[config.mk]
export PLATFORM = sky130hd
export DESIGN_NAME = nvm_row_write_access
export DESIGN_NICKNAME = d
export VERILOG_FILES = /design/src/design/nvm_pkg.sv /design/src/design/nvm_array_if.sv /design/src/design/nvm_array_drv.sv /design/src/design/nvm_row_write_access.sv
export SDC_FILE = /design/constraint.sdc
export NUM_CORES = 1
export LEC_CHECK = 0
export BUFFER_PORTS_ARGS = -buffer_cell sky130_fd_sc_hd__buf_4
export CAP_MARGIN = 20
export CORE_ASPECT_RATIO = 0.7
export CORE_UTILIZATION = 40
export CTS_BUF_LIST = sky130_fd_sc_hd__clkbuf_4 sky130_fd_sc_hd__clkbuf_8
export CTS_CLUSTER_DIAMETER = 200
export DETAILED_ROUTE_END_ITERATION = 16
export SLEW_MARGIN = 20
export SYNTH_ARGS = -nofsm -noshare
export SYNTH_HDL_FRONTEND = slang
export SYNTH_SLANG_ARGS = --single-unit
[constraint.sdc]
create_clock -name sys_clk -period 1.8 [get_ports sys_clk]
set_input_delay 0.27 -clock sys_clk [delete_from_list [all_inputs] [get_ports sys_clk]]
set_output_delay 0.27 -clock sys_clk [all_outputs]
set_load 0.05 [all_outputs]
[src/design/nvm_pkg.sv]
// Purpose: Shared constants and types for the nonvolatile memory access unit.
// Assumes: Byte-wide register port with a 3-bit register index.
// Notes:   Offsets of the control and key registers are local choices.
package nvm_pkg;

    // Register indexes on the plain register port.
    localparam logic [2:0] NVM_OFS_DATA_LOW     = 3'h0;
    localparam logic [2:0] NVM_OFS_DATA_HIGH    = 3'h1;
    localparam logic [2:0] NVM_OFS_ADDRESS_LOW  = 3'h2;
    localparam logic [2:0] NVM_OFS_ADDRESS_HIGH = 3'h3;
    localparam logic [2:0] NVM_OFS_CONTROL      = 3'h4;
    localparam logic [2:0] NVM_OFS_UNLOCK_KEY   = 3'h5;
    localparam logic [2:0] NVM_OFS_PROTECT      = 3'h6;

    // Control register bit positions.
    localparam int NVM_CTL_WRITE_START   = 1;
    localparam int NVM_CTL_WRITE_ENABLE  = 2;
    localparam int NVM_CTL_LATCH_ONLY    = 5;
    localparam int NVM_CTL_CONFIG_SPACE  = 6;
    localparam int NVM_CTL_MEMORY_SELECT = 7;
    // Protection register bit positions (zero means protected).
    localparam int NVM_PROT_PROGRAM = 0;
    localparam int NVM_PROT_DATA    = 1;

    // Reset values.
    localparam logic [7:0] NVM_ADDRESS_LOW_RST  = 8'h00;
    localparam logic [6:0] NVM_ADDRESS_HIGH_RST = 7'h00;
    localparam logic [7:0] NVM_CONTROL_RST      = 8'h00;
    localparam logic [1:0] NVM_PROTECT_RST      = 2'h3;

    // Unlock keys and row geometry.
    localparam logic [7:0] NVM_KEY_FIRST  = 8'h55;
    localparam logic [7:0] NVM_KEY_SECOND = 8'hAA;
    localparam logic [2:0] NVM_ROW_LAST   = 3'h7;
    localparam int         NVM_ROW_WORDS  = 8;

    // Instructions swallowed after write-start before execution resumes.
    localparam logic [1:0] NVM_SKIP_COUNT = 2'h2;

    // Unlock progress.
    typedef enum logic [1:0] {
        NVM_KEY_IDLE,
        NVM_KEY_GOT_FIRST,
        NVM_KEY_ARMED
    } nvm_key_t;

    // Sequencer states.
    typedef enum logic [2:0] {
        NVM_ST_IDLE,
        NVM_ST_LATCH,
        NVM_ST_PROGRAM,
        NVM_ST_ERASE,
        NVM_ST_WAIT
    } nvm_state_t;

endpackage : nvm_pkg

[src/design/nvm_array_if.sv]
// Purpose: Carries array commands from the sequencer to the array driver.
// Assumes: Single clock; commands are one-cycle pulses.
// Notes:   The driver answers with a one-cycle done pulse.
`timescale 1ns/10ps
interface nvm_array_if;
    logic        go;
    logic        erase;
    logic        program_space;
    logic [14:0] address;
    logic        done;
    logic        busy;

    modport sequencer (output go, output erase, output program_space, output address,
                       input done, input busy);
    modport driver    (input go, input erase, input program_space, input address,
                       output done, output busy);
endinterface : nvm_array_if

[src/design/nvm_array_drv.sv]
// Purpose: Hands one array operation to the flash or EEPROM and reports its end.
// Assumes: The array raises its ready input when self-timed work completes.
// Notes:   Outputs are registered.
`timescale 1ns/10ps
module nvm_array_drv
    import nvm_pkg::*;
(
    input  wire logic   sys_clk,
    input  wire logic   resetn,
    nvm_array_if.driver cmd,
    input  wire logic   array_ready,
    output logic        array_start,
    output logic        array_erase,
    output logic        array_program_space
);
    logic busy_r;
    logic done_r;

    // Starts an operation on request and waits for the array to finish.
    always_ff @(posedge sys_clk or negedge resetn) begin
        if (!resetn) begin
            busy_r              <= 1'b0;
            done_r              <= 1'b0;
            array_start         <= 1'b0;
            array_erase         <= 1'b0;
            array_program_space <= 1'b0;
        end else begin
            array_start <= cmd.go && !busy_r;
            done_r      <= busy_r && !array_start && array_ready;
            if (cmd.go && !busy_r) begin
                busy_r              <= 1'b1;
                array_erase         <= cmd.erase;
                array_program_space <= cmd.program_space;
            end else if (busy_r && !array_start && array_ready) begin
                busy_r <= 1'b0;
            end
        end
    end

    assign cmd.done = done_r;
    assign cmd.busy = busy_r;

endmodule : nvm_array_drv

[src/design/nvm_row_write_access.sv]
// Purpose: Register file and write sequencer for program flash and data EEPROM.
// Assumes: Register port strobes are one cycle; instr_step pulses per instruction.
// Notes:   The core is held through cpu_stall_r while an array write runs.
//
// Strobed register access and the register offsets are this design's own decisions.
`timescale 1ns/10ps

// Functional notes
// - Row is eight words; last latch at 0x07.
// - Memory select set targets program flash.
// - Config select clear targets normal space.
// - Latch-only set with memory select set just loads the write latch.
// - Latch-only clear with memory select set loads then programs whole row.
// - Write-start honoured only after 55h then AAh.
// - Ignore next two instructions and halt during write.
// - Resume at third instruction after write-start.
// - Data low is eight bits read/write.
// - Data high holds bits 13:8; bits 7:6 read zero.
// - Address low is eight bits, reset zero.
// - Address high bits 14:8; bit 7 reads one.
module nvm_row_write_access
    import nvm_pkg::*;
(
    input  wire logic        sys_clk,
    input  wire logic        resetn,
    input  wire logic [2:0]  reg_addr,
    input  wire logic [7:0]  reg_wdata,
    input  wire logic        reg_write,
    input  wire logic        reg_read,
    output logic      [7:0]  reg_rdata,
    input  wire logic        instr_step,
    output logic             cpu_stall_r,
    output logic             instr_squash_r,
    output logic             latch_load_r,
    output logic      [2:0]  latch_index_r,
    output logic      [13:0] latch_word_r,
    output logic      [14:0] array_address_r,
    output logic             array_config_space_r,
    input  wire logic        array_ready,
    output logic             array_start,
    output logic             array_erase,
    output logic             array_program_space
);

    // Holding registers and control state.
    logic [7:0]  data_low_r;
    logic [5:0]  data_high_r;
    logic [7:0]  address_low_r;
    logic [6:0]  address_high_r;
    logic [7:0]  control_r;
    logic [1:0]  protect_r;
    logic [1:0]  skip_cnt_r;
    logic        erase_prog_r;
    nvm_key_t    key_r;
    nvm_key_t    key_nxt;
    nvm_state_t  state_r;
    nvm_state_t  state_nxt;

    nvm_array_if arr ();

    nvm_array_drv u_drv (
        .sys_clk             (sys_clk),
        .resetn              (resetn),
        .cmd                 (arr),
        .array_ready         (array_ready),
        .array_start         (array_start),
        .array_erase         (array_erase),
        .array_program_space (array_program_space)
    );

    // Register decode.
    wire wr_data_low  = reg_write && (reg_addr == NVM_OFS_DATA_LOW);
    wire wr_data_high = reg_write && (reg_addr == NVM_OFS_DATA_HIGH);
    wire wr_addr_low  = reg_write && (reg_addr == NVM_OFS_ADDRESS_LOW);
    wire wr_addr_high = reg_write && (reg_addr == NVM_OFS_ADDRESS_HIGH);
    wire wr_control   = reg_write && (reg_addr == NVM_OFS_CONTROL);
    wire wr_key       = reg_write && (reg_addr == NVM_OFS_UNLOCK_KEY);
    wire wr_protect   = reg_write && (reg_addr == NVM_OFS_PROTECT);

    // Control fields.
    wire write_enable  = control_r[NVM_CTL_WRITE_ENABLE];
    wire latch_only    = control_r[NVM_CTL_LATCH_ONLY];
    wire config_space  = control_r[NVM_CTL_CONFIG_SPACE];
    wire memory_select = control_r[NVM_CTL_MEMORY_SELECT];
    wire start_req     = wr_control && reg_wdata[NVM_CTL_WRITE_START];
    wire idle          = (state_r == NVM_ST_IDLE);

    // A start counts only when unlocked, write-enabled and idle.
    wire start_ok = start_req && (key_r == NVM_KEY_ARMED) && write_enable && idle;

    // Target selection for the array.
    wire [14:0] full_address = {address_high_r, address_low_r};
    wire        row_last     = (address_low_r[2:0] == NVM_ROW_LAST);
    wire        go_program   = memory_select && !latch_only;

    // Clearing a protect bit to one (unprotect) triggers a bulk erase.
    wire unprot_prog = wr_protect && !protect_r[NVM_PROT_PROGRAM]
                       && reg_wdata[NVM_PROT_PROGRAM];
    wire unprot_data = wr_protect && !protect_r[NVM_PROT_DATA]
                       && reg_wdata[NVM_PROT_DATA];

    // Unlock key tracker: any other write between keys breaks the sequence.
    always_comb begin
        key_nxt = key_r;
        if (wr_key && reg_wdata == NVM_KEY_FIRST) begin
            key_nxt = NVM_KEY_GOT_FIRST;
        end else if (wr_key && key_r == NVM_KEY_GOT_FIRST && reg_wdata == NVM_KEY_SECOND) begin
            key_nxt = NVM_KEY_ARMED;
        end else if (reg_write) begin
            key_nxt = NVM_KEY_IDLE;
        end
    end

    // Sequencer next state.
    always_comb begin
        state_nxt = state_r;
        case (state_r)
            NVM_ST_IDLE: begin
                if (start_ok) begin
                    state_nxt = go_program ? NVM_ST_PROGRAM : NVM_ST_LATCH;
                end else if ((unprot_prog || unprot_data) && !arr.busy) begin
                    state_nxt = NVM_ST_ERASE;
                end
            end
            NVM_ST_LATCH:   state_nxt = NVM_ST_WAIT;
            NVM_ST_PROGRAM: state_nxt = NVM_ST_WAIT;
            NVM_ST_ERASE:   state_nxt = NVM_ST_WAIT;
            NVM_ST_WAIT: begin
                if (arr.done || (skip_cnt_r == 2'h0 && !arr.busy && !cpu_stall_r)) begin
                    state_nxt = NVM_ST_IDLE;
                end
            end
            default: state_nxt = NVM_ST_IDLE;
        endcase
    end

    // Array command: program for a full row, erase on unprotect.
    // An erase goes to the space whose protection was just lifted, not to any open one.
    assign arr.go            = (state_r == NVM_ST_PROGRAM) || (state_r == NVM_ST_ERASE);
    assign arr.erase         = (state_r == NVM_ST_ERASE);
    assign arr.program_space = (state_r == NVM_ST_ERASE) ? erase_prog_r
                                                         : memory_select;
    assign arr.address       = full_address;

    // Holding registers.
    always_ff @(posedge sys_clk or negedge resetn) begin
        if (!resetn) begin
            data_low_r     <= 8'h00;
            data_high_r    <= 6'h00;
            address_low_r  <= NVM_ADDRESS_LOW_RST;
            address_high_r <= NVM_ADDRESS_HIGH_RST;
        end else begin
            if (wr_data_low)  data_low_r     <= reg_wdata;
            if (wr_data_high) data_high_r    <= reg_wdata[5:0];
            if (wr_addr_low)  address_low_r  <= reg_wdata;
            if (wr_addr_high) address_high_r <= reg_wdata[6:0];
        end
    end

    // Control, protection, key and state registers.
    always_ff @(posedge sys_clk or negedge resetn) begin
        if (!resetn) begin
            control_r <= NVM_CONTROL_RST;
            protect_r <= NVM_PROTECT_RST;
            key_r     <= NVM_KEY_IDLE;
            state_r   <= NVM_ST_IDLE;
            erase_prog_r <= 1'b0;
        end else begin
            key_r   <= start_req ? NVM_KEY_IDLE : key_nxt;
            state_r <= state_nxt;
            if (wr_protect) protect_r <= reg_wdata[1:0];
            // Program erase wins when both protections are lifted at once.
            if (idle) erase_prog_r <= unprot_prog;
            if (wr_control) begin
                control_r[7:2] <= reg_wdata[7:2];
                control_r[0]   <= reg_wdata[0];
            end
            // Start bit holds while busy and clears itself at the end.
            if (start_ok) begin
                control_r[NVM_CTL_WRITE_START] <= 1'b1;
            end else if (state_r == NVM_ST_WAIT && state_nxt == NVM_ST_IDLE) begin
                control_r[NVM_CTL_WRITE_START] <= 1'b0;
            end
        end
    end

    // Processor halt: squash the next two instructions, stall through the write.
    always_ff @(posedge sys_clk or negedge resetn) begin
        if (!resetn) begin
            cpu_stall_r    <= 1'b0;
            instr_squash_r <= 1'b0;
            skip_cnt_r     <= 2'h0;
        end else begin
            if (start_ok) begin
                skip_cnt_r     <= NVM_SKIP_COUNT;
                instr_squash_r <= 1'b1;
                cpu_stall_r    <= go_program;
            end else begin
                if (instr_step && skip_cnt_r != 2'h0) begin
                    skip_cnt_r <= skip_cnt_r - 2'h1;
                end
                if (instr_step && skip_cnt_r == 2'h1) begin
                    instr_squash_r <= 1'b0;
                end
                if (arr.done) begin
                    cpu_stall_r <= 1'b0;
                end
            end
        end
    end

    // Latch load for every start in flash space.
    always_ff @(posedge sys_clk or negedge resetn) begin
        if (!resetn) begin
            latch_load_r         <= 1'b0;
            latch_index_r        <= 3'h0;
            latch_word_r         <= 14'h0000;
            array_address_r      <= 15'h0000;
            array_config_space_r <= 1'b0;
        end else begin
            latch_load_r <= start_ok && memory_select;
            if (start_ok) begin
                latch_index_r        <= address_low_r[2:0];
                latch_word_r         <= {data_high_r, data_low_r};
                array_address_r      <= full_address;
                array_config_space_r <= config_space;
            end
        end
    end

    // Read data, valid only in the cycle after the read strobe.
    logic [7:0] rd_mux;
    assign rd_mux = (reg_addr == NVM_OFS_DATA_LOW)     ? data_low_r :
                    (reg_addr == NVM_OFS_DATA_HIGH)    ? {2'b00, data_high_r} :
                    (reg_addr == NVM_OFS_ADDRESS_LOW)  ? address_low_r :
                    (reg_addr == NVM_OFS_ADDRESS_HIGH) ? {1'b1, address_high_r} :
                    (reg_addr == NVM_OFS_CONTROL)      ? control_r :
                    (reg_addr == NVM_OFS_PROTECT)      ? {6'h00, protect_r} :
                    8'h00;

    always_ff @(posedge sys_clk or negedge resetn) begin
        if (!resetn) begin
            reg_rdata <= 8'h00;
        end else begin
            reg_rdata <= reg_read ? rd_mux : 8'h00;
        end
    end

    // Row geometry is fixed; the last-word flag is visible to software via address.
    wire unused_ok = row_last & (NVM_ROW_WORDS != 0);

endmodule : nvm_row_write_access

==> out/metrics.yaml <==
outcome: "completed"
synthCells: 318
hold_viol: 0
rows: 30
ys_ff_latch: 93
placed_cell_area_sq_um: 4760
cts_tree: "built"
grt_pass1_wl_microns: 14700
dr.pass1.iters: 4
cts.reportedPaths.clkPinSlew_ps: 90
num_vias: 2711
finalWorstSetupSlack_ps: 95.5
cellPowerDensity_nw_per_um2: 963
clk_latency_ps: 370
reg2reg_to: "latch_word_r[5]$_DFFE_PN0P_"
critPathLaunch: "state_r[2]$_DFF_PN0_"
drv_slew: 0
fin_cells: 532
drt-total-wl_microns: 8850
cts.repair.resized: 0
syn_to_final_growth_pct: 22.6
placed_cells: 514
wl_per_cell_microns: 16.6
coreArea_sq_um: 9760
numClockSinks: 93
critPathArrivalTime_ps: 1960
grt_max_degree: 35
die_w_microns: 122
critPathRequiredTime_ps: 2060
r2r-start: "state_r[2]$_DFF_PN0_"
start_util_pct: 41.5
die-area_sq_um: 10500
fin_crit_sh_pct: 94.7
drtIter0Drc: 128
ys_types: 48
peakVddDrop_mv: 0.445
r2r_slack_ps: 100
rr_worst_depth: 4
worstMarginPinSlew_ps: 455
antenna_violating_nets_post_route: 0
setup.worst_path.end: "latch_word_r[5]$_DFFE_PN0P_"
period_needed_ps: 1700
path_max_fanout: 11
track_usage_pct: 18.8
cts_buffer_depth: 2
ys_warn_count: 0
h-tree-depth: 3
synth_ff_type: "dfrtp_1"
gp_congestion: 0.770
cap_violations: 0
total_power_uw: 4780
avgSynthCellArea_sq_um: 12.7
port_buffers: 63
synthesis.nets: 337
vias_per_cell: 5.10
max_freq_mhz: 587
cts_root_buf: "clkbuf_8"
chipHeight_microns: 86.2
ioPinCount: 64
grt.overflow.total: 0
synthesis.area_sq_um: 4050
drc: 0
cts_buffers: 9
setup_viol: 0
final_area_sq_um: 4970
hold_class: "primary input to register"
antenna_cells: 0
end_kind: "register"
power_leakage_uw: 0.00243
async_flop_share_pct: 100
grt_pass1_vias: 2668
dpl_worst_slack_ps: -3.75
drive_above_1_share_pct: 42.1
cp-start-kind: "register"
finClkSkew_ps: 13.4
rsz0062_at_grt: "false"
synth_edf_count: 0
nets: 418
yosysSeqAreaShare_pct: 57.5
dp.final_hpwl_microns: 6530
setup.worst_path.class: "register to register"
antenna_found_initial: 0
slew_headroom_pct: 69.3
-- logic make-up after synthesis --
kind of cell	share of synthesized area (%)
muxes	18.6
and+or+nand+nor	12.3
adders and majority gates	0.618
AOI/OAI and AO/OA	6.89
buffers and inverters	3.83
xor gates and xnor gates	0.216
DFF	57.5
-- power by group --
group / total (uW) / leakage, uW / switching (uW) / internal (uW)
logic: 924 / 0.00112 / 500 / 423
registers: 2550 / 0.00121 / 191 / 2360
clock network: 1310 / 0.0000925 / 701 / 607
total: 4780 / 0.00243 / 1390 / 3390
-- cell usage after synthesis (2+ instances only) --
master	n	share of area, %
nor2b_1	4	0.62
o21a_1	2	0.37
nand2_1	29	2.7
nand3_1	3	0.37
inv_1	9	0.83
dfstp_2	2	1.3
buf_2	4	0.49
o21ai_0	11	1.4
nand3b_1	4	0.74
o211ai_1	2	0.37
clkbuf_1	9	0.83
buf_6	4	1.1
buf_4	3	0.56
nor3b_1	3	0.56
and2_1	2	0.31
mux2_2	59	16
o22ai_1	4	0.62
nand4b_1	5	1.1
a21o_1	2	0.37
a21oi_1	5	0.62
nor3_1	3	0.37
nor4bb_1	3	0.74
nor2_1	8	0.74
mux2i_1	9	2.2
nand2b_1	12	1.9
dfrtp_1	91	56
ha_1	2	0.62
o2111a_1	4	1.1
-- metrics by stage --
stage          hold slack [ps]  setup TNS, ps  utilization, %
2_1_floorplan            -25.6              0               -
3_3_place_gp               216           -643            48.8
3_5_place_dp               216          -3.75            48.8
4_1_cts                    132              0            50.8
5_1_grt                    146              0            50.9
6_report                   152              0            50.9
-- what timing repair did --
action / in CTS / in global routing
setup endpoints to repair: 0 / 14
hold buffers: 1 / 0
buffers inserted: 0 / 1
endpoints found under the hold margin: 22 / 0
-- sequential cells by signal, summed over array words and instances (netlist names), 6 cells and up --
name and cells:
address_high_r 7, address_low_r 8, array_address_r 13, control_r 8, data_high_r 6, data_low_r 8
latch_word_r 14, reg_rdata 8
-- metal layers --
layer	vias to the layer above	routed length [microns]	GRT usage (%)
met1	1329	4540	28.9
met5	-	0	0
met4	0	141	6.10
met3	14	510	4.87
met2	75	3650	25.4
li1	1293	-	-
-- placed cells by master, fill, tap and decap left out, types with 2 or more instances in the layout --
cell type	instances
ha_1	2
nor2_1	8
mux2_2	59
inv_1	9
nand4b_1	5
clkbuf_8	11
nor3b_1	3
nand3_1	3
nor3_1	3
buf_4	88
o2111a_1	4
a21oi_1	5
nand3b_1	4
nand2_1	29
nor4bb_1	3
clkbuf_4	2
a21o_1	2
clkinvlp_4	2
o211ai_1	2
nor2b_1	4
and2_1	2
nand2b_1	12
o22ai_1	4
o21a_1	2
mux2i_1	9
o21ai_0	11
dfstp_2	2
dfrtp_1	91
-- area by class of cell --
cell class,instances,area [sq um]
clock buffer,13,166
clock inverter,3,20.0
fill,892,4790
inverter,9,33.8
multi-input combinational,196,1570
sequential,93,2330
tap,128,160
timing repair buffer,90,691
-- worst max-delay path, stage by stage, from the launching register on --
cell and delay (ps):
dfrtp_1 390, or3_4 420, nor3_4 180, buf_4 250
mux2_2 360
-- how the worst min path moves through the flow --
stage	from	slack (ps)	cells after the start	to
CTS	reg_wdata[6]	130	3	control_r[6]$_DFFE_PN0N_
floorplan	resetn	-30	0	address_high_r[0]$_DFFE_PN0P_
global placement	resetn	220	1	skip_cnt_r[0]$_DFFE_PN0P_
detailed placement	resetn	220	1	skip_cnt_r[0]$_DFFE_PN0P_
global route	reg_wdata[7]	150	3	control_r[7]$_DFFE_PN0N_
finish	reg_wdata[6]	150	3	control_r[6]$_DFFE_PN0N_
Power figures use the tool's default switching activity.
